## config.mk

```make
export PLATFORM = sky130hd
export DESIGN_NAME = fcs_flash_cmd
export DESIGN_NICKNAME = d
export VERILOG_FILES = /design/src/rtl/fcs_pkg.sv /design/src/rtl/fcs_flash_cmd.sv
export SDC_FILE = /design/constraint.sdc
export NUM_CORES = 1
export LEC_CHECK = 0
export ABC_AREA = 1
export BUFFER_PORTS_ARGS = -buffer_cell sky130_fd_sc_hd__clkbuf_2
export CORE_UTILIZATION = 40
export DETAILED_ROUTE_END_ITERATION = 7
export PLACE_DENSITY = 0.67
export SLEW_MARGIN = 20
export SYNTH_ARGS = -nofsm -noshare
export SYNTH_HDL_FRONTEND = slang
export SYNTH_SLANG_ARGS = --single-unit
export TNS_END_PERCENT = 50
```

## constraint.sdc

```tcl
create_clock -name i_core_clk -period 2.5 [get_ports i_core_clk]
set_input_delay 0.125 -clock i_core_clk [delete_from_list [all_inputs] [get_ports i_core_clk]]
set_output_delay 0.125 -clock i_core_clk [all_outputs]
set_load 0.005 [all_outputs]
```

## src/rtl/fcs_pkg.sv

```systemverilog
// package: register map, fields and command codes of the flash command block
package fcs_pkg;
    // ********************************************************
    // register indices (byte address = 4 * index)
    // ********************************************************
    localparam logic [3:0] IDX_PARAM_INDEX = 4'h2;
    localparam logic [3:0] IDX_CONFIG      = 4'h4;
    localparam logic [3:0] IDX_STATUS      = 4'h6;
    localparam logic [3:0] IDX_FAULT       = 4'h7;
    localparam logic [3:0] IDX_PARAM       = 4'h8;
    localparam int         ADDR_W          = 6;
    // ********************************************************
    // fields
    // ********************************************************
    localparam int BIT_DONE      = 7;
    localparam int BIT_ACC_ERR   = 5;
    localparam int BIT_PROT_VIOL = 4;
    localparam int BIT_BUSY      = 3;
    localparam int BIT_MG_HI     = 1;
    localparam int BIT_MG_LO     = 0;
    localparam int BIT_DFAULT    = 1;
    localparam int BIT_SFAULT    = 0;
    localparam int BIT_IGN_SF    = 0;
    // ********************************************************
    // commands and parameter slots
    // ********************************************************
    localparam logic [7:0]  CMD_READ_ONCE = 8'h04;
    localparam logic [7:0]  CMD_PROGRAM   = 8'h06;
    localparam logic [2:0]  IX_ADDR_LO    = 3'h1;
    localparam logic [2:0]  IX_DATA0      = 3'h2;
    localparam int          NUM_PARAM     = 6;
    localparam logic [15:0] RO_MAX_INDEX  = 16'h0007;
    localparam logic [1:0]  LAST_WORD     = 2'h3;
    typedef enum logic [1:0] {
        ST_IDLE  = 2'b00,
        ST_WRITE = 2'b01,
        ST_READ  = 2'b10
    } fcs_state_e;
endpackage

```

## src/rtl/fcs_flash_cmd.sv

```systemverilog
// flash command sequencer and fault status block with an avalon-mm slave
// How it works
// RULE_01: array read with double fault or busy-block collision sets double-fault flag.
// RULE_02: writing one clears the double-fault flag; zero leaves it.
// RULE_03: single fault or collision sets single-fault flag unless ignore bit set.
// RULE_04: writing one clears the single-fault flag; zero has no effect.
// RULE_05: ECC sets one flag only; both high means read during command.
// RULE_06: fault flags land in status one cycle after the read.
// RULE_07: fault flags stay readable, only clearing writes act; register at 0x7.
// RULE_08: read once fetches the phrase into parameters, then sets complete flag.
// RULE_09: read once phrase index 0 to 7 only, others give access error.
// RULE_10: pflash reads during read once return invalid data.
// RULE_11: read once access error if index bits not 001; never protection fault.
// RULE_12: read once sets error high on any fault, low on uncorrectable.
// RULE_13: software loads code, address and four data words by index.
// RULE_14: software supplies a phrase aligned program address.
// RULE_15: program writes four words, reads them back to verify, then completes.
// RULE_16: software only programs erased phrases, never cumulatively.
// RULE_17: while complete flag is zero, no launch and parameter writes ignored.
// RULE_18: parameter index bits select which parameter word is accessed.
// RULE_19: writing one clears complete flag and launches; it returns when done.
// RULE_20: controller error bits set on errors during command execution.
// RULE_21: busy flag reads one while a command runs, zero when idle.
`timescale 1ns/1ps
`default_nettype none
module fcs_flash_cmd (
    // clock and reset
    input  wire logic        i_core_clk,
    input  wire logic        i_rst_n,
    // avalon-mm slave
    input  wire logic [5:0]  i_avs_address,
    input  wire logic        i_avs_read,
    input  wire logic        i_avs_write,
    input  wire logic [31:0] i_avs_writedata,
    input  wire logic [3:0]  i_avs_byteenable,
    output logic      [31:0] o_avs_readdata,
    output logic             o_avs_waitrequest,
    // cpu array read port
    input  wire logic        i_cpu_rd,
    input  wire logic        i_cpu_rd_pflash,
    input  wire logic        i_cpu_ecc_single,
    input  wire logic        i_cpu_ecc_double,
    output logic             o_cpu_rd_invalid,
    // flash array port used by commands
    input  wire logic        i_read_once_allowed,
    input  wire logic        i_arr_ack,
    input  wire logic [15:0] i_arr_rdata,
    input  wire logic        i_arr_ecc_single,
    input  wire logic        i_arr_ecc_double,
    output logic             o_arr_req,
    output logic             o_arr_we,
    output logic             o_arr_ifr,
    output logic      [17:0] o_arr_addr,
    output logic      [15:0] o_arr_wdata
);
    // ********************************************************
    // state
    // ********************************************************
    typedef struct packed {
        // bus answer
        logic                   ack;
        logic [31:0]            rdata;
        // status and configuration
        logic                   done;
        logic                   acc_err;
        logic                   prot_viol;
        logic [1:0]             ctl_err;
        logic                   ign_sf;
        // fault flags and their pending stage
        logic                   sf_flag;
        logic                   df_flag;
        logic                   pend_sf;
        logic                   pend_df;
        // parameters and command sequencing
        logic [2:0]             ix;
        logic [5:0][15:0]       prm;
        fcs_pkg::fcs_state_e    st;
        logic [1:0]             wcnt;
        logic                   ro;
        logic [17:0]            base;
    } fcs_state_s;

    fcs_state_s r;
    fcs_state_s next_r;

    logic        req;
    logic        bus_wr;
    logic [3:0]  idx;
    logic        launch;
    logic        busy;
    logic [2:0]  slot;

    // ********************************************************
    // bus decode
    // ********************************************************
    assign req    = i_avs_read | i_avs_write;
    assign idx    = i_avs_address[5:2];
    // a write acts on its answer edge only, so a held request writes every second cycle
    assign bus_wr = i_avs_write & r.ack;
    assign busy   = ~r.done;
    assign slot   = fcs_pkg::IX_DATA0 + {1'b0, r.wcnt};

    // one wait cycle per access, answer on the second
    assign o_avs_waitrequest = req & ~r.ack;
    assign o_avs_readdata    = r.rdata;

    // ********************************************************
    // array ports
    // ********************************************************
    // combinational so a cpu read is marked invalid in its own cycle
    assign o_cpu_rd_invalid = busy & i_cpu_rd_pflash; // RULE_10
    assign o_arr_req   = r.st != fcs_pkg::ST_IDLE;
    assign o_arr_we    = r.st == fcs_pkg::ST_WRITE;
    assign o_arr_ifr   = r.ro;
    assign o_arr_addr  = r.base + {15'h0, r.wcnt, 1'b0};
    assign o_arr_wdata = r.prm[slot];

    // the command is judged on the parameter words held before this edge
    assign launch = bus_wr && idx == fcs_pkg::IDX_STATUS && i_avs_byteenable[0]
                    && i_avs_writedata[fcs_pkg::BIT_DONE] && r.done;

    // ********************************************************
    // next state
    // ********************************************************
    always_comb begin
        logic set_sf;
        logic set_df;
        logic coll;
        logic last;
        set_sf = 1'b0;
        set_df = 1'b0;
        coll   = 1'b0;
        last   = 1'b0;
        next_r = r;
        next_r.ack = req & ~r.ack;

        // ****************************************************
        // register reads, prepared in the wait cycle
        // ****************************************************
        if (req && !r.ack) begin
            next_r.rdata = 32'h0;
            if (idx == fcs_pkg::IDX_PARAM_INDEX) begin
                next_r.rdata[2:0] = r.ix;
            end else if (idx == fcs_pkg::IDX_CONFIG) begin
                next_r.rdata[fcs_pkg::BIT_IGN_SF] = r.ign_sf;
            end else if (idx == fcs_pkg::IDX_STATUS) begin
                next_r.rdata[fcs_pkg::BIT_DONE]      = r.done;
                next_r.rdata[fcs_pkg::BIT_ACC_ERR]   = r.acc_err;
                next_r.rdata[fcs_pkg::BIT_PROT_VIOL] = r.prot_viol;
                next_r.rdata[fcs_pkg::BIT_BUSY]      = busy; // RULE_21
                next_r.rdata[1:0]                    = r.ctl_err;
            end else if (idx == fcs_pkg::IDX_FAULT) begin
                next_r.rdata[fcs_pkg::BIT_DFAULT] = r.df_flag; // RULE_07
                next_r.rdata[fcs_pkg::BIT_SFAULT] = r.sf_flag;
            end else if (idx == fcs_pkg::IDX_PARAM) begin
                // index 6 and 7 hold no word and read as zero
                if (r.ix < fcs_pkg::NUM_PARAM[2:0]) begin
                    next_r.rdata[15:0] = r.prm[r.ix]; // RULE_18
                end
            end
        end

        // ****************************************************
        // register writes
        // ****************************************************
        if (bus_wr) begin
            if (idx == fcs_pkg::IDX_PARAM_INDEX && i_avs_byteenable[0]) begin
                next_r.ix = i_avs_writedata[2:0];
            end else if (idx == fcs_pkg::IDX_CONFIG && i_avs_byteenable[0]) begin
                next_r.ign_sf = i_avs_writedata[fcs_pkg::BIT_IGN_SF];
            end else if (idx == fcs_pkg::IDX_STATUS && i_avs_byteenable[0]) begin
                if (i_avs_writedata[fcs_pkg::BIT_ACC_ERR]) begin
                    next_r.acc_err = 1'b0;
                end
                if (i_avs_writedata[fcs_pkg::BIT_PROT_VIOL]) begin
                    next_r.prot_viol = 1'b0;
                end
            end else if (idx == fcs_pkg::IDX_FAULT && i_avs_byteenable[0]) begin
                // a zero bit leaves its flag alone
                if (i_avs_writedata[fcs_pkg::BIT_DFAULT]) begin
                    next_r.df_flag = 1'b0; // RULE_02
                end
                if (i_avs_writedata[fcs_pkg::BIT_SFAULT]) begin
                    next_r.sf_flag = 1'b0; // RULE_04
                end
            end else if (idx == fcs_pkg::IDX_PARAM && r.done
                         && r.ix < fcs_pkg::NUM_PARAM[2:0]) begin // RULE_17
                // bus writes to parameter words are ignored while a command runs
                if (i_avs_byteenable[0]) begin
                    next_r.prm[r.ix][7:0] = i_avs_writedata[7:0]; // RULE_18
                end
                if (i_avs_byteenable[1]) begin
                    next_r.prm[r.ix][15:8] = i_avs_writedata[15:8];
                end
            end
        end

        // ****************************************************
        // launch
        // ****************************************************
        if (launch) begin
            next_r.done    = 1'b0; // RULE_19
            // controller errors of the previous command are dropped here
            next_r.ctl_err = 2'b00;
            next_r.wcnt    = 2'b00;
            next_r.ro      = 1'b0;
            if (r.prm[0][15:8] == fcs_pkg::CMD_READ_ONCE) begin
                // protection violation is never raised here
                if (r.ix != fcs_pkg::IX_ADDR_LO || !i_read_once_allowed
                    || r.prm[1] > fcs_pkg::RO_MAX_INDEX) begin // RULE_09 RULE_11
                    // a refused command keeps the complete flag set, so no array access starts
                    next_r.acc_err = 1'b1;
                    next_r.done    = 1'b1;
                end else begin
                    next_r.ro   = 1'b1; // RULE_08
                    next_r.st   = fcs_pkg::ST_READ;
                    next_r.base = {12'h0, r.prm[1][2:0], 3'h0};
                end
            end else if (r.prm[0][15:8] == fcs_pkg::CMD_PROGRAM) begin
                // the low address bits are taken as supplied
                next_r.st   = fcs_pkg::ST_WRITE; // RULE_15
                next_r.base = {r.prm[0][1:0], r.prm[1]};
            end else begin
                next_r.acc_err = 1'b1;
                next_r.done    = 1'b1;
            end
        end

        // ****************************************************
        // command sequencing, one array word per ack
        // ****************************************************
        last = r.wcnt == fcs_pkg::LAST_WORD;
        case (r.st)
            fcs_pkg::ST_WRITE: begin
                if (i_arr_ack) begin
                    next_r.wcnt = r.wcnt + 2'h1;
                    if (last) begin
                        // the word counter wraps to zero, so verify starts at word 0
                        next_r.st = fcs_pkg::ST_READ; // RULE_15
                    end
                end
            end
            fcs_pkg::ST_READ: begin
                if (i_arr_ack) begin
                    next_r.wcnt = r.wcnt + 2'h1;
                    if (r.ro) begin
                        next_r.prm[slot] = i_arr_rdata; // RULE_08
                    end else if (i_arr_rdata != r.prm[slot]) begin
                        // verify compares against the words just written
                        next_r.ctl_err[fcs_pkg::BIT_MG_HI] = 1'b1; // RULE_20
                    end
                    if (i_arr_ecc_single || i_arr_ecc_double) begin
                        next_r.ctl_err[fcs_pkg::BIT_MG_HI] = 1'b1; // RULE_12
                    end
                    if (i_arr_ecc_double) begin
                        next_r.ctl_err[fcs_pkg::BIT_MG_LO] = 1'b1; // RULE_12
                    end
                    if (last) begin
                        next_r.st   = fcs_pkg::ST_IDLE;
                        next_r.ro   = 1'b0;
                        next_r.done = 1'b1; // RULE_19
                    end
                end
            end
            default: begin
                // idle: a launch above has already set up the next command
            end
        endcase

        // ****************************************************
        // fault flags, stored one cycle after the read
        // ****************************************************
        coll = i_cpu_rd & i_cpu_rd_pflash & busy;
        next_r.pend_df = i_cpu_rd & (coll | i_cpu_ecc_double); // RULE_06
        // a double fault masks the single one so ecc never sets both
        next_r.pend_sf = i_cpu_rd & ~r.ign_sf
                         & (coll | (i_cpu_ecc_single & ~i_cpu_ecc_double)); // RULE_05
        // pending stage: flags appear one cycle after the read that raised them
        set_df = r.pend_df;
        set_sf = r.pend_sf;
        // a new fault wins over a clearing write in the same cycle
        if (set_df) begin
            next_r.df_flag = 1'b1; // RULE_01
        end
        if (set_sf) begin
            next_r.sf_flag = 1'b1; // RULE_03
        end
    end

    // ********************************************************
    // state register
    // ********************************************************
    always_ff @(posedge i_core_clk or negedge i_rst_n) begin
        if (!i_rst_n) begin
            r      <= '0;
            r.done <= 1'b1;
            r.st   <= fcs_pkg::ST_IDLE;
        end else begin
            r <= next_r;
        end
    end
endmodule
`default_nettype wire

```

Word level (Yosys, flattened, before mapping)

Cells that the tools add are included.

Magnitude comparators: 6
Bitwise logic cells: 17
Reduce and logical (&&, ||, !) cells: 31
Muxes and demuxes: 86
Equal/unequal tests: 19
Add/subtract/negate cells: 3

Operators by type and width:

| operator                                                              | count |
|---|---|
| 96-bit 2-to-1 mux                                                     | 16 |
| 96-bit bitwise mux                                                    | 3 |
| 16-bit demux with 3-bit select                                        | 3 |
| 101-bit 2-to-1 mux                                                    | 1 |
| 16-bit binary-select mux with 3-bit select                            | 2 |
| 16-bit 2-to-1 mux                                                     | 6 |
| 2-bit 2-to-1 mux                                                      | 23 |
| 18-bit 2-to-1 mux                                                     | 2 |
| 23-bit 2-to-1 mux                                                     | 1 |
| 1-bit 2-to-1 mux                                                      | 19 |
| 19-bit 2-to-1 mux                                                     | 1 |
| 18-bit by 3-bit adder with 18-bit output                              | 1 |
| 8-bit by 3-bit equality test with 1-bit output, second input constant | 2 |
| 16-bit by 3-bit > comparator with 1-bit output, second input constant | 1 |
| 8-bit 2-to-1 mux                                                      | 2 |
| 16-bit != test                                                        | 1 |
| 2-bit nonzero test                                                    | 8 |
| 15-bit 2-to-1 mux                                                     | 1 |
| 14-bit 2-to-1 mux                                                     | 1 |
| 2-bit != test, second input constant                                  | 7 |
| 1-bit logical AND                                                     | 13 |
| 13-bit 2-to-1 mux                                                     | 1 |
| 4-bit by 3-bit equality test with 1-bit output, second input constant | 3 |
| 6-bit AND reduction                                                   | 2 |
| other kinds (20)                                                      | 42 |

Output and inout bits: 71
Register bits: 148

Depth between registers and ports, before layout

Gate-level depths: netlist of run 1.

Word-level depth: 24
Mapped depth: 16

Worst setup path after synthesis of run 1

OpenSTA, ideal clock, no wires.

Path type: flip-flop to output port
From: register r[20] in the netlist's numbering
To: output o_arr_addr[17]
Required time: 2.375 ns
Buffers on the path: 2
Stages on the path, launching flop included: 12
Arrival time: 2.522 ns
Path slack: -0.147 ns
Cells stage by stage: dfrtp_1 > buf_2 > clkinv_1 > clkbuf_1 > fa_1 > nor2_1 > nand4_1 > nor3_1 > nand3_1 > nor2_1 > nand3_1 > xnor2_1

Word-level cells in the longest chain between the ends: 1

RTL lines:

| item                                     | line                 | text |
|---|---|---|
| start, declared                          | fcs_flash_cmd.sv:83  | `fcs_state_s r;` |
| start signal, assigned                   | fcs_flash_cmd.sv:299 | `r <= next_r;` |
| 18-bit by 3-bit adder with 18-bit output | fcs_flash_cmd.sv:115 | `assign o_arr_addr = r.base + {15'h0, r.wcnt, 1'b0};` |
| end, declared                            | fcs_flash_cmd.sv:53  | `output logic [17:0] o_arr_addr,` |

No other way between the ends.

Worst setup path after layout of run 1

From: register r[19] in the netlist's numbering
To: output o_arr_addr[17]

Same word-level chain as after synthesis.

==> results of run 1 <==
[per-stage QoR]
| stage | cell area [um2] | std cells | TNS [ns] | worst slack, ns |
|---|---|---|---|---|
| 6_report | 10380 | 1593 | -0.1382 | -0.09248 |
| 3_5_place_dp | 9604 | 1547 | 0 | 0.1106 |
| 4_1_cts | 10360 | 1592 | -0.2979 | -0.1634 |
| 2_1_floorplan | 8869 | 1210 | 0 | 0.07072 |
| 3_3_place_gp | 9604 | 1547 | 0 | 0.1323 |
| 5_1_grt | 10380 | 1593 | -0.7746 | -0.2277 |
[worst min-delay path, delay by kind of cell]
family          cells  cell delay, ns
buf+inv             2            0.21
compound gates      1            0.07
[metal layers]
| metal | part of all wire, % | vias up |
|---|---|---|
| li1 | - | 4103 |
| met2 | 45 | 423 |
| met4 | 2.6 | 0 |
| met5 | 0 | - |
| met1 | 43 | 3939 |
| met3 | 9.2 | 63 |
[cell families after synthesis]
| group | Yosys count |
|---|---|
| AO/OA/AOI/OAI | 221 |
| AND/OR/NAND/NOR | 573 |
| XOR/XNOR | 15 |
| buffers and inverters | 227 |
| other | 1 |
| adder cells (fa/ha/maj) | 10 |
| flip-flops | 148 |
[worst paths after layout]
path | end | slack [ns] | cells past startpoint
worst max-delay path | o_arr_addr[17] | -0.09 | 11
worst min-delay path | r[110] | 0.004 | 3
worst max register to register | r[128] | 0.09 | 15
worst min register to register | r[125] | 0.44 | 2
max in group asynchronous | r[84] | 1.46 | 3
min in group asynchronous | r[164] | 0.28 | 2
[Yosys cell counts, types with 4 or more instances]
library cell | n | area share [%]
xor2_1 | 9 | 0.90
buf_2 | 18 | 1.0
a21oi_1 | 11 | 0.63
ha_1 | 9 | 1.3
nor2_2 | 4 | 0.28
inv_1 | 135 | 5.8
clkbuf_1 | 25 | 1.1
nand3_1 | 110 | 6.3
nand4_1 | 8 | 0.57
nor3_1 | 8 | 0.45
a22oi_1 | 5 | 0.43
nand2_1 | 341 | 15
dfrtp_1 | 147 | 42
o21ai_1 | 51 | 2.9
o22ai_1 | 17 | 1.2
o31ai_1 | 4 | 0.34
a31oi_1 | 21 | 1.5
nand2_2 | 9 | 0.64
o211ai_1 | 44 | 3.8
xnor2_1 | 6 | 0.60
inv_2 | 9 | 0.38
o21ai_0 | 50 | 2.8
nor2_1 | 78 | 3.3
buf_4 | 35 | 3.0
[report_power, final]
group	switching (W)	internal, W
Clock	0.00108	0.00161
Sequential	0.0000814	0.00249
Combinational	0.000712	0.000359
[cell type report]
cell class,instances,area (um2)
multi-input cells,835,4184
flip-flops and latches,148,3705
inverters,147,553.0
clock buffers,18,439.2
well taps,275,344.1
clock inverters,14,176.4
repair buffers,156,979.7
fillers,2080,10910
[what timing repair did]
item	CTS	global route
setup endpoints to repair	4	8
hold buffers	10	0
resized for setup	6	5
buffers inserted	3	1
pin swaps	4	6
endpoints found under the hold margin	73	0
[placed cells by master (no fill, tap or decap), drive strengths merged]
cell type	instances
clkbuf	119
a211oi	3
o211ai	44
o21ai	101
fa	1
and3	1
o31ai	4
nor3	10
o2111ai	3
a21oi	12
nand4	9
nand2	351
nor2	85
clkinvlp	1
a221oi	2
ha	9
dfrtp	147
conb	16
or2	1
inv	147
o2bb2ai	1
a21boi	1
o311ai	1
o22ai	17
dlygate4sd3	10
xnor2	6
a31oi	21
a22o	3
a22oi	5
o21bai	1
nand3	111
xor2	9
o221ai	2
nand3b	1
nor4	4
dfstp	1
bufinv	3
buf	45
clkinv	10
==> run summary, run 1 <==
Initial Utilization -> 41.35%
Leakage -> 5.430 nW
Post-synth top flop -> dfrtp_1
worst r2r src -> r[19]
Vert. Die Dim -> 150.3 um
Power Density -> 609.1 mW/mm2
share of cells above drive strength 1 -> 16.92%
unrepaired setup endpoints after global routing -> yes
Remaining DRCs -> 0
DPL Wire Length -> 19730 um
clk buf depth -> 2
die width -> 150.3 um
GRT Overall Usage -> 25.39%
per-cell routed wire length -> 17.27 um
die area -> 0.02260 mm2
Min-Delay Path Class -> input pin to flop
max incr delay on CP -> 0.36 ns
Worst-Skew Late Latency -> 0.43 ns
number of buffers created by CTS -> 17
Critical Path RT -> 2.38 ns
Highest Clock Rate -> 385.7 MHz
Worst setup EP type -> primary output
XOR/XNOR Fraction of Synth Area -> 1.493%
initial antenna violation count -> 0
met3 usage -> 5.667%
Tmin final -> 2.592 ns
Post-synth EDFFs -> 0
Routed WL -> 27500 um
Sink Count -> 148
Peak VDD IR -> 454.1 uV
yosys warns -> 0
CP delay by family, top -> simple AND/OR/NAND/NOR gates
final hold slack -> 0.003723 ns
Std-Cell Core Area -> 0.02129 mm2
GR Util met1 -> 34.70%
post-synthesis mux area share -> 0%
routed vias/inst -> 5.353
Hold Startpoint -> i_arr_rdata[7]
port buffer count -> 104
Final Max Slew Viols -> 0
synthesized area per cell -> 7.366 um2
Tcrit/Tclk final -> 103.7%
GRT Residual Overflow -> 0
Worst Tran Pin Value -> 0.6900 ns
# rows -> 53
via count -> 8528
Critical Path AT -> 2.47 ns
Top Ports -> 141
GR Util met2 -> 39.12%
initial detailed-routing violation count -> 836
number of max-cap violations -> 0
Final setup viols -> 2
post-synthesis simple-gate area fraction -> 28.13%
Synth Area in Adders -> 1.507%
maximum fanout along the worst path -> 3
outcome -> finished, violations left
Synth Area in Compound Gates -> 15.31%
Synth cell types -> 50
Pre-antenna DRT Iters -> 8
TritonCTS clock tree -> built
register area share after synthesis -> 42.09%
Yosys reg bits -> 148
most used routing layer in global routing -> met2
first-pass GRT wire length -> 43100 um
final setup margin -> -0.09248 ns
largest net degree at the start of global routing -> 70
Final Power -> 0.006323 W
largest family of logic cells by synthesized area -> simple AND/OR/NAND/NOR gates
failing checks -> setup timing
Nets -> 1385
Routed Antenna Nets -> 0
normalized max-slew margin -> 54.00%
CP Launch Type -> flop
crit-path cells -> ha_2, inv_2, fa_2, nor2_4, nand4_1, nor3_2, nand3_1, nor2_1, nand3_1, xnor2_1, buf_2
fin util -> 48.77%
clock skew -> 0.007950 ns
Ant. Diodes -> 0
root buf cell -> clkbuf_16
vias in the first global route -> 7768
Setup Crit Path Kind -> flop to primary output
CP startpoint -> r[19]
instance count of the mapped netlist -> 1195
GPL Wtd Cong -> 0.9049
H-tree depth -> 4
Hold Violations, Final -> 0
Crit path top cell by count -> nand3_1
crit path buf inv count -> 2
Mapped Area -> 0.008802 mm2
Max stage delay cell, worst path -> dfrtp_1
Post-synth ARST share -> 100.0%
CTS clk-pin slew, worst paths -> 0.06 ns
Area Overhead vs Synth -> 17.94%
(Power assumes the default switching activity.)
==> run 2: changes to the inputs <==
--- a/config.mk
+++ b/config.mk
@@ -5,11 +5,9 @@
 export SDC_FILE = /design/constraint.sdc
 export NUM_CORES = 1
 export LEC_CHECK = 0
-export ABC_AREA = 1
 export BUFFER_PORTS_ARGS = -buffer_cell sky130_fd_sc_hd__clkbuf_2
 export CORE_UTILIZATION = 40
 export DETAILED_ROUTE_END_ITERATION = 7
-export PLACE_DENSITY = 0.67
 export SLEW_MARGIN = 20
 export SYNTH_ARGS = -nofsm -noshare
 export SYNTH_HDL_FRONTEND = slang
==> run 2 against run 1 <==
The run now ends clean. Utilization down 0.49 points. Synthesized area fell by 2.6%. Combinational power shrank 52%. Non-clock buffer count is 8 lower. Global-route usage down 2.3 points. Sequential power down 4%. Routed wire length is 12% lower. Synthesized cell count is 30% lower. Via count decreased by 22%. Register-to-register slack improved by 0.10 ns. Final cell count is 23% lower. First-iteration DRC count decreased by 40%.
==> run summary, run 2 <==
Post-synth EDFFs -> 0 (unchanged)
Worst setup EP type -> primary output (unchanged)
Combinational Power Share -> 8.9% (was 16.9%)
Peak VDD IR -> 464.3 uV (was 454.1 uV)
Routed Antenna Nets -> 0 (unchanged)
Area Overhead vs Synth -> 18.39% (was 17.94%)
yosys warns -> 0 (unchanged)
Sw Ratio -> 24.39% (was 29.57%)
port buffer count -> 104 (unchanged)
Worst-Skew Late Latency -> 0.43 ns (about the same)
register area share after synthesis -> 43.21% (was 42.09%)
Worst Tran Pin Value -> 0.7688 ns (was 0.6900 ns)
top post-synthesis cells by area -> dfrtp_1, mux2i_1, mux2_2 (was dfrtp_1, nand2_1, nand3_1)
die width -> 148.4 um (was 150.3 um)
Remaining DRCs -> 0 (unchanged)
hold path endpoint -> r[63] (was r[110])
Worst Hold Path Cells -> 3 (unchanged)
reg2reg path depth -> 7 (was 15)
Std-Cell Core Area -> 0.02102 mm2 (was 0.02129 mm2)
top cell type's share of synthesized area -> 42.91% (was 41.79%)
most common cell in the netlist -> dfrtp_1 (was nand2_1)
Final Power -> 0.005783 W (was 0.006323 W)
largest net degree at the start of global routing -> 76 (was 70)
clk buf depth -> 2 (unchanged)
H-tree depth -> 4 (unchanged)
Power Density -> 569.8 mW/mm2 (was 609.1 mW/mm2)
share of cells above drive strength 1 -> 27.96% (was 16.92%)
Critical Path AT -> 2.31 ns (was 2.47 ns)
first-pass GRT wire length -> 37950 um (was 43100 um)
dpl ws -> 0.1783 ns (was 0.1106 ns)
Nets -> 1022 (was 1385)
via count -> 6649 (was 8528)
final setup margin -> 0.06368 ns (was -0.09248 ns)
worst r2r src -> r[19] (unchanged)
Final setup viols -> 0 (was 2)
Critical Path RT -> 2.38 ns (about the same)
Clk pwr share -> 48.5% (was 42.5%)
Placed Area -> 0.009409 mm2 (was 0.009604 mm2)
die area -> 0.02202 mm2 (was 0.02260 mm2)
per-cell routed wire length -> 19.64 um (was 17.27 um)
Vert. Die Dim -> 148.4 um (was 150.3 um)
maximum fanout along the worst path -> 3 (unchanged)
initial detailed-routing violation count -> 499 (was 836)
Tmin final -> 2.436 ns (was 2.592 ns)
Hold Startpoint -> i_arr_rdata[8] (was i_arr_rdata[7])
TritonCTS clock tree -> built (unchanged)
fin util -> 48.28% (was 48.77%)
Post-synth top flop -> dfrtp_1 (unchanged)
Commonest cells post-synth -> dfrtp_1, nor2_1, mux2i_1, a21oi_1, nand2_1 (was nand2_1, dfrtp_1, inv_1, nand3_1, nor2_1)
reg-to-reg endpoint -> r[128] (unchanged)
number of max-cap violations -> 0 (unchanged)
Highest Clock Rate -> 410.5 MHz (was 385.7 MHz)
setup slack, reg-to-reg -> 0.19 ns (was 0.09 ns)
Routed WL -> 24160 um (was 27500 um)
Initial Utilization -> 40.78% (was 41.35%)
Synth cell types -> 59 (was 50)
Post-synth ARST share -> 100.0% (unchanged)
initial antenna violation count -> 0 (unchanged)
clock skew -> 0.008850 ns (was 0.007950 ns)
routed vias/inst -> 5.406 (was 5.353)
Leakage -> 4.417 nW (was 5.430 nW)
Min-Delay Path Class -> input pin to flop (unchanged)
# rows -> 53 (unchanged)
vias in the first global route -> 6215 (was 7768)
post-synth top area cell -> dfrtp_1 (unchanged)
unrepaired setup endpoints after global routing -> yes (unchanged)
number of buffers created by CTS -> 17 (unchanged)
commonest non-fill, non-tap cell in the layout -> dfrtp_1 (was nand2_1)
Pre-antenna DRT Iters -> 5 (was 8)
CTS clk-pin slew, worst paths -> 0.06 ns (about the same)
GPL Wtd Cong -> 0.8482 (was 0.9049)
root buf cell -> clkbuf_16 (unchanged)
GRT Residual Overflow -> 0 (unchanged)
internal power -> 0.004372 W (was 0.004453 W)
Tcrit/Tclk final -> 97.45% (was 103.7%)
DPL Wire Length -> 17770 um (was 19730 um)
Ant. Diodes -> 0 (unchanged)
Top Ports -> 141 (unchanged)
CP Launch Type -> flop (unchanged)
switching power -> 0.001411 W (was 0.001870 W)
Sink Count -> 148 (unchanged)
synthesized area per cell -> 10.23 um2 (was 7.366 um2)
outcome -> finished, final reports clean (was finished, violations left)
GRT Overall Usage -> 23.08% (was 25.39%)
Yosys reg bits -> 148 (unchanged)
final instance area -> 0.01015 mm2 (was 0.01038 mm2)
commonest cells after routing, fill and taps aside -> dfrtp_1, clkbuf_2, nor2_1 (was nand2_1, dfrtp_1, inv_1)
Hold Violations, Final -> 0 (unchanged)
Final Max Slew Viols -> 0 (unchanged)
Mapped Area -> 0.008573 mm2 (was 0.008802 mm2)
Setup Crit Path Kind -> flop to primary output (unchanged)
Flop pwr share -> 42.6% (was 40.6%)
instance count of the mapped netlist -> 838 (was 1195)
normalized max-slew margin -> 48.75% (was 54.00%)
==> run 2: changes by cell type after synthesis, sizes merged, moves of 72 or more <==
cell,change
a21oi,+72
inv,-128
o21ai,-75
nand3,-99
nand2,-283
mux2i,+84
==> run 2: worst max path at each step <==
stage | startpoint | endpoint | slack [ns]
finish | r[19] | o_arr_addr[17] | 0.06
floorplan | r[20] | o_arr_addr[17] | 0.12
detailed placement | r[19] | r[128] | 0.18
global route | r[19] | o_arr_addr[17] | -0.08
global placement | r[19] | r[128] | 0.21
CTS | r[19] | o_arr_addr[17] | 0.007
==> run 2: cell families (layout without fill, tap and decap cells) <==
kind of cell / Yosys count / count (layout) / synth area share [%]
xor+xnor: 31 / 31 / 3.167
mux: 147 / 147 / 20.71
simple gates: 236 / 236 / 13.70
flops: 148 / 148 / 43.21
compound gates: 170 / 170 / 11.92
buf+inv: 95 / 197 / 5.692
fa+ha+maj: 10 / 10 / 1.547
other cells: 1 / 16 / 0.04374
==> run 2: routing by layer <==
| metal | wire, um | track usage, % |
|---|---|---|
| met5 | 0 | 0 |
| met4 | 242 | 5.979 |
| met3 | 1280 | 3.620 |
| met2 | 10790 | 33.97 |
| met1 | 11850 | 35.09 |
==> run 2: timing repair <==
item	CTS	global route
hold buffers	5	0
pin swaps	1	6
endpoints found under the hold margin	76	0
setup endpoints to repair	4	6
buffers inserted	1	1
resized for setup	4	9
==> run 2: area by class of cell <==
class | count | area, um2
inverter | 17 | 63.81
sequential | 148 | 3709
clock buffer | 19 | 432.9
tap | 275 | 344.1
multi-input combinational | 610 | 4473
timing repair buffer | 148 | 919.6
fill | 1975 | 10870
clock inverter | 13 | 207.7
==> run 2: stage by stage <==
| step | hold WS (ns) | TNS, ns | instances |
|---|---|---|---|
| 6_report | 0.01451 | 0 | 1230 |
| 5_1_grt | 0.02980 | -0.1735 | 1230 |
| 4_1_cts | 0.003287 | 0 | 1229 |
| 3_5_place_dp | 0.2257 | 0 | 1191 |
| 3_3_place_gp | 0.2269 | 0 | 1191 |
| 2_1_floorplan | -0.1706 | 0 | 853 |
==> run 2: critical path, stage by stage, from the launching register on <==
cell     delay (ns)
dfrtp_2        0.45
ha_4           0.16
inv_2          0.04
fa_2           0.41
nor2_2         0.11
nand4_1        0.16
nor2b_2        0.20
nand3_2        0.09
xnor2_1        0.14
buf_2          0.12
==> run 2: power groups by stage <==
stage | combinational [W] | sequential [W] | clock (W)
6_report | 0.000516 | 0.00246 | 0.00280
3_5_place_dp | 0.000512 | 0.00250 | 0
4_1_cts | 0.000521 | 0.00246 | 0.00283
3_3_place_gp | 0.000513 | 0.00250 | 0
5_1_grt | 0.000565 | 0.00247 | 0.00294
2_1_floorplan | 0.000306 | 0.00249 | 0
==> run 3: changes to the inputs <==
--- a/config.mk
+++ b/config.mk
@@ -5,6 +5,7 @@
 export SDC_FILE = /design/constraint.sdc
 export NUM_CORES = 1
 export LEC_CHECK = 0
+export ABC_CLOCK_PERIOD_IN_PS = 2700
 export BUFFER_PORTS_ARGS = -buffer_cell sky130_fd_sc_hd__clkbuf_2
 export CORE_UTILIZATION = 40
 export DETAILED_ROUTE_END_ITERATION = 7
==> constraint.sdc (replaced) <==
create_clock -name i_core_clk -period 2.7 [get_ports i_core_clk]
set_input_delay 0.135 -clock i_core_clk [delete_from_list [all_inputs] [get_ports i_core_clk]]
set_output_delay 0.135 -clock i_core_clk [all_outputs]
set_load 0.005 [all_outputs]
==> run 3 against run 2 <==
Routed wire length is 1.1% lower. First-iteration DRC count fell by 9.2%. Worst hold slack better by 0.0017 ns. Final cell count down 0.73%. Sequential share of layout area is 0.59 points higher. Clock skew rose by 0.0017 ns. Register-to-register slack better by 0.06 ns. Clock power fell by 15%. Count of clock-buffer cells in the layout grew 1. Worst setup slack better by 0.080 ns.
==> run summary, run 3 (synthesis gave the netlist of run 2 again) <==
Leakage -> 4.343 nW (was 4.417 nW)
Tmin final -> 2.556 ns
Power Density -> 512.3 mW/mm2 (was 569.8 mW/mm2)
Routed Antenna Nets -> 0 (unchanged)
outcome -> finished, final reports clean (unchanged)
Critical Path RT -> 2.57 ns (was 2.38 ns)
Worst setup EP type -> primary output (unchanged)
initial antenna violation count -> 0 (unchanged)
Hold Violations, Final -> 0 (unchanged)
Vert. Die Dim -> 148.4 um (unchanged)
GPL Wtd Cong -> 0.8616 (was 0.8482)
Std-Cell Core Area -> 0.02102 mm2 (unchanged)
Area Overhead vs Synth -> 16.46% (was 18.39%)
number of buffers created by CTS -> 17 (unchanged)
GRT Residual Overflow -> 0 (unchanged)
TNS Setup -> 0 ns (unchanged)
initial detailed-routing violation count -> 453 (was 499)
clock skew -> 0.01057 ns (was 0.008850 ns)
Final Max Slew Viols -> 0 (unchanged)
unrepaired setup endpoints after global routing -> no (was yes)
DPL Wire Length -> 17600 um (was 17770 um)
maximum fanout along the worst path -> 3 (unchanged)
per-cell routed wire length -> 19.57 um (was 19.64 um)
dpl ws -> 0.2454 ns (was 0.1783 ns)
die area -> 0.02202 mm2 (unchanged)
reg2reg path depth -> 7 (unchanged)
clk buf depth -> 2 (unchanged)
port buffer count -> 104 (unchanged)
vias in the first global route -> 6130 (was 6215)
Pre-antenna DRT Iters -> 4 (was 5)
Routed WL -> 23890 um (was 24160 um)
number of max-cap violations -> 0 (unchanged)
Ant. Diodes -> 0 (unchanged)
Setup Crit Path Kind -> flop to primary output (unchanged)
commonest non-fill, non-tap cell in the layout -> dfrtp_1 (unchanged)
Worst-Skew Late Latency -> 0.44 ns (was 0.43 ns)
final setup margin -> 0.1440 ns (was 0.06368 ns)
CTS clk-pin slew, worst paths -> 0.06 ns (about the same)
first-pass GRT wire length -> 36940 um (was 37950 um)
share of cells above drive strength 1 -> 26.64% (was 27.96%)
TritonCTS clock tree -> built (unchanged)
# rows -> 53 (unchanged)
H-tree depth -> 4 (unchanged)
Remaining DRCs -> 0 (unchanged)
Highest Clock Rate -> 391.2 MHz
CP Launch Type -> flop (unchanged)
Final setup viols -> 0 (unchanged)
Min-Delay Path Class -> input pin to flop (unchanged)
root buf cell -> clkbuf_16 (unchanged)
GRT Overall Usage -> 22.51% (was 23.08%)
routed vias/inst -> 5.368 (was 5.406)
Sink Count -> 148 (unchanged)
Tcrit/Tclk final -> 94.67%
Placed Cells -> 1182 (was 1191)
Peak VDD IR -> 464.2 uV (was 464.3 uV)
Non-Filler Instances -> 1221 (was 1230)
largest net degree at the start of global routing -> 56 (was 76)
Initial Utilization -> 40.78% (unchanged)
via count -> 6554 (was 6649)
Top Ports -> 141 (unchanged)
Nets -> 1013 (was 1022)
Worst Hold Path Cells -> 3 (unchanged)
commonest cells after routing, fill and taps aside -> dfrtp_1, clkbuf_2, nor2_1 (unchanged)
die width -> 148.4 um (unchanged)
Critical Path AT -> 2.42 ns (was 2.31 ns)
normalized max-slew margin -> 59.07% (was 48.75%)
Worst Tran Pin Value -> 0.6054 ns (was 0.7688 ns)
-- run 3: power by group --
group          internal, W  leakage (nW)  total (W)  switching (W)
clock network      0.00141         0.274    0.00237       0.000963
registers          0.00225          2.03    0.00229      0.0000413
logic             0.000153          2.04   0.000457       0.000304
-- run 3: per-layer routing --
layer	up-vias	part of all wire, %	GRT usage (%)
li1	3143	-	-
met1	3198	48	32.82
met4	0	1.5	6.598
met5	-	0	0
met3	27	5.1	4.233
met2	186	45	33.90
-- run 3: layout make-up --
class                           instances  area (um2)
Clock inverter                         12       130.1
Sequential cell                       148        3707
Clock buffer                           20       456.7
Tap cell                              275       344.1
Timing Repair Buffer                  139       839.6
Fill cell                            1977       11040
Inverter                               17       63.81
Multi-Input combinational cell        610        4443
-- run 3: worst paths after layout --
check / from / end / slack (ns)
setup / recovery: r[19] / o_arr_addr[11] / 0.14
hold / removal: i_arr_rdata[14] / r[117] / 0.02
setup reg to reg: r[19] / r[128] / 0.25
hold reg to reg: r[122] / r[124] / 0.43
max in group asynchronous: i_rst_n / o_avs_readdata[15] / 1.73
min in group asynchronous: i_rst_n / o_avs_readdata[3] / 0.25
-- run 3: worst max-delay path, cell delays in order, from the launching register on --
cell	delay, ns
dfrtp_2	0.41
ha_1	0.18
inv_1	0.05
fa_1	0.43
nor2_1	0.17
nand4_1	0.15
buf_4	0.18
nor2_1	0.13
xor2_1	0.15
clkbuf_2	0.13
-- run 3: timing repair --
| item | 4_1_cts | 5_1_grt |
|---|---|---|
| hold buffers | 5 | 0 |
| resized for setup | 1 | 1 |
| gates cloned | 0 | 0 |
| hold endpoints to repair | 54 | 0 |
| endpoints found under the setup margin | 1 | 2 |
| pin swaps | 1 | 0 |
| setup buffers | 2 | 0 |
-- run 3: stage by stage --
stage	hold slack, ns	util [%]	total power [W]	area [um2]
final	0.01626	47.50	0.005115	9985
after global routing	0.01095	47.50	0.005284	9985
after CTS	0.009078	47.49	0.005138	9983
after detailed placement	0.1490	44.38	0.002783	9329
after global placement	0.1527	44.38	0.002782	9329
after floorplan	-0.1606	-	0.002584	8630
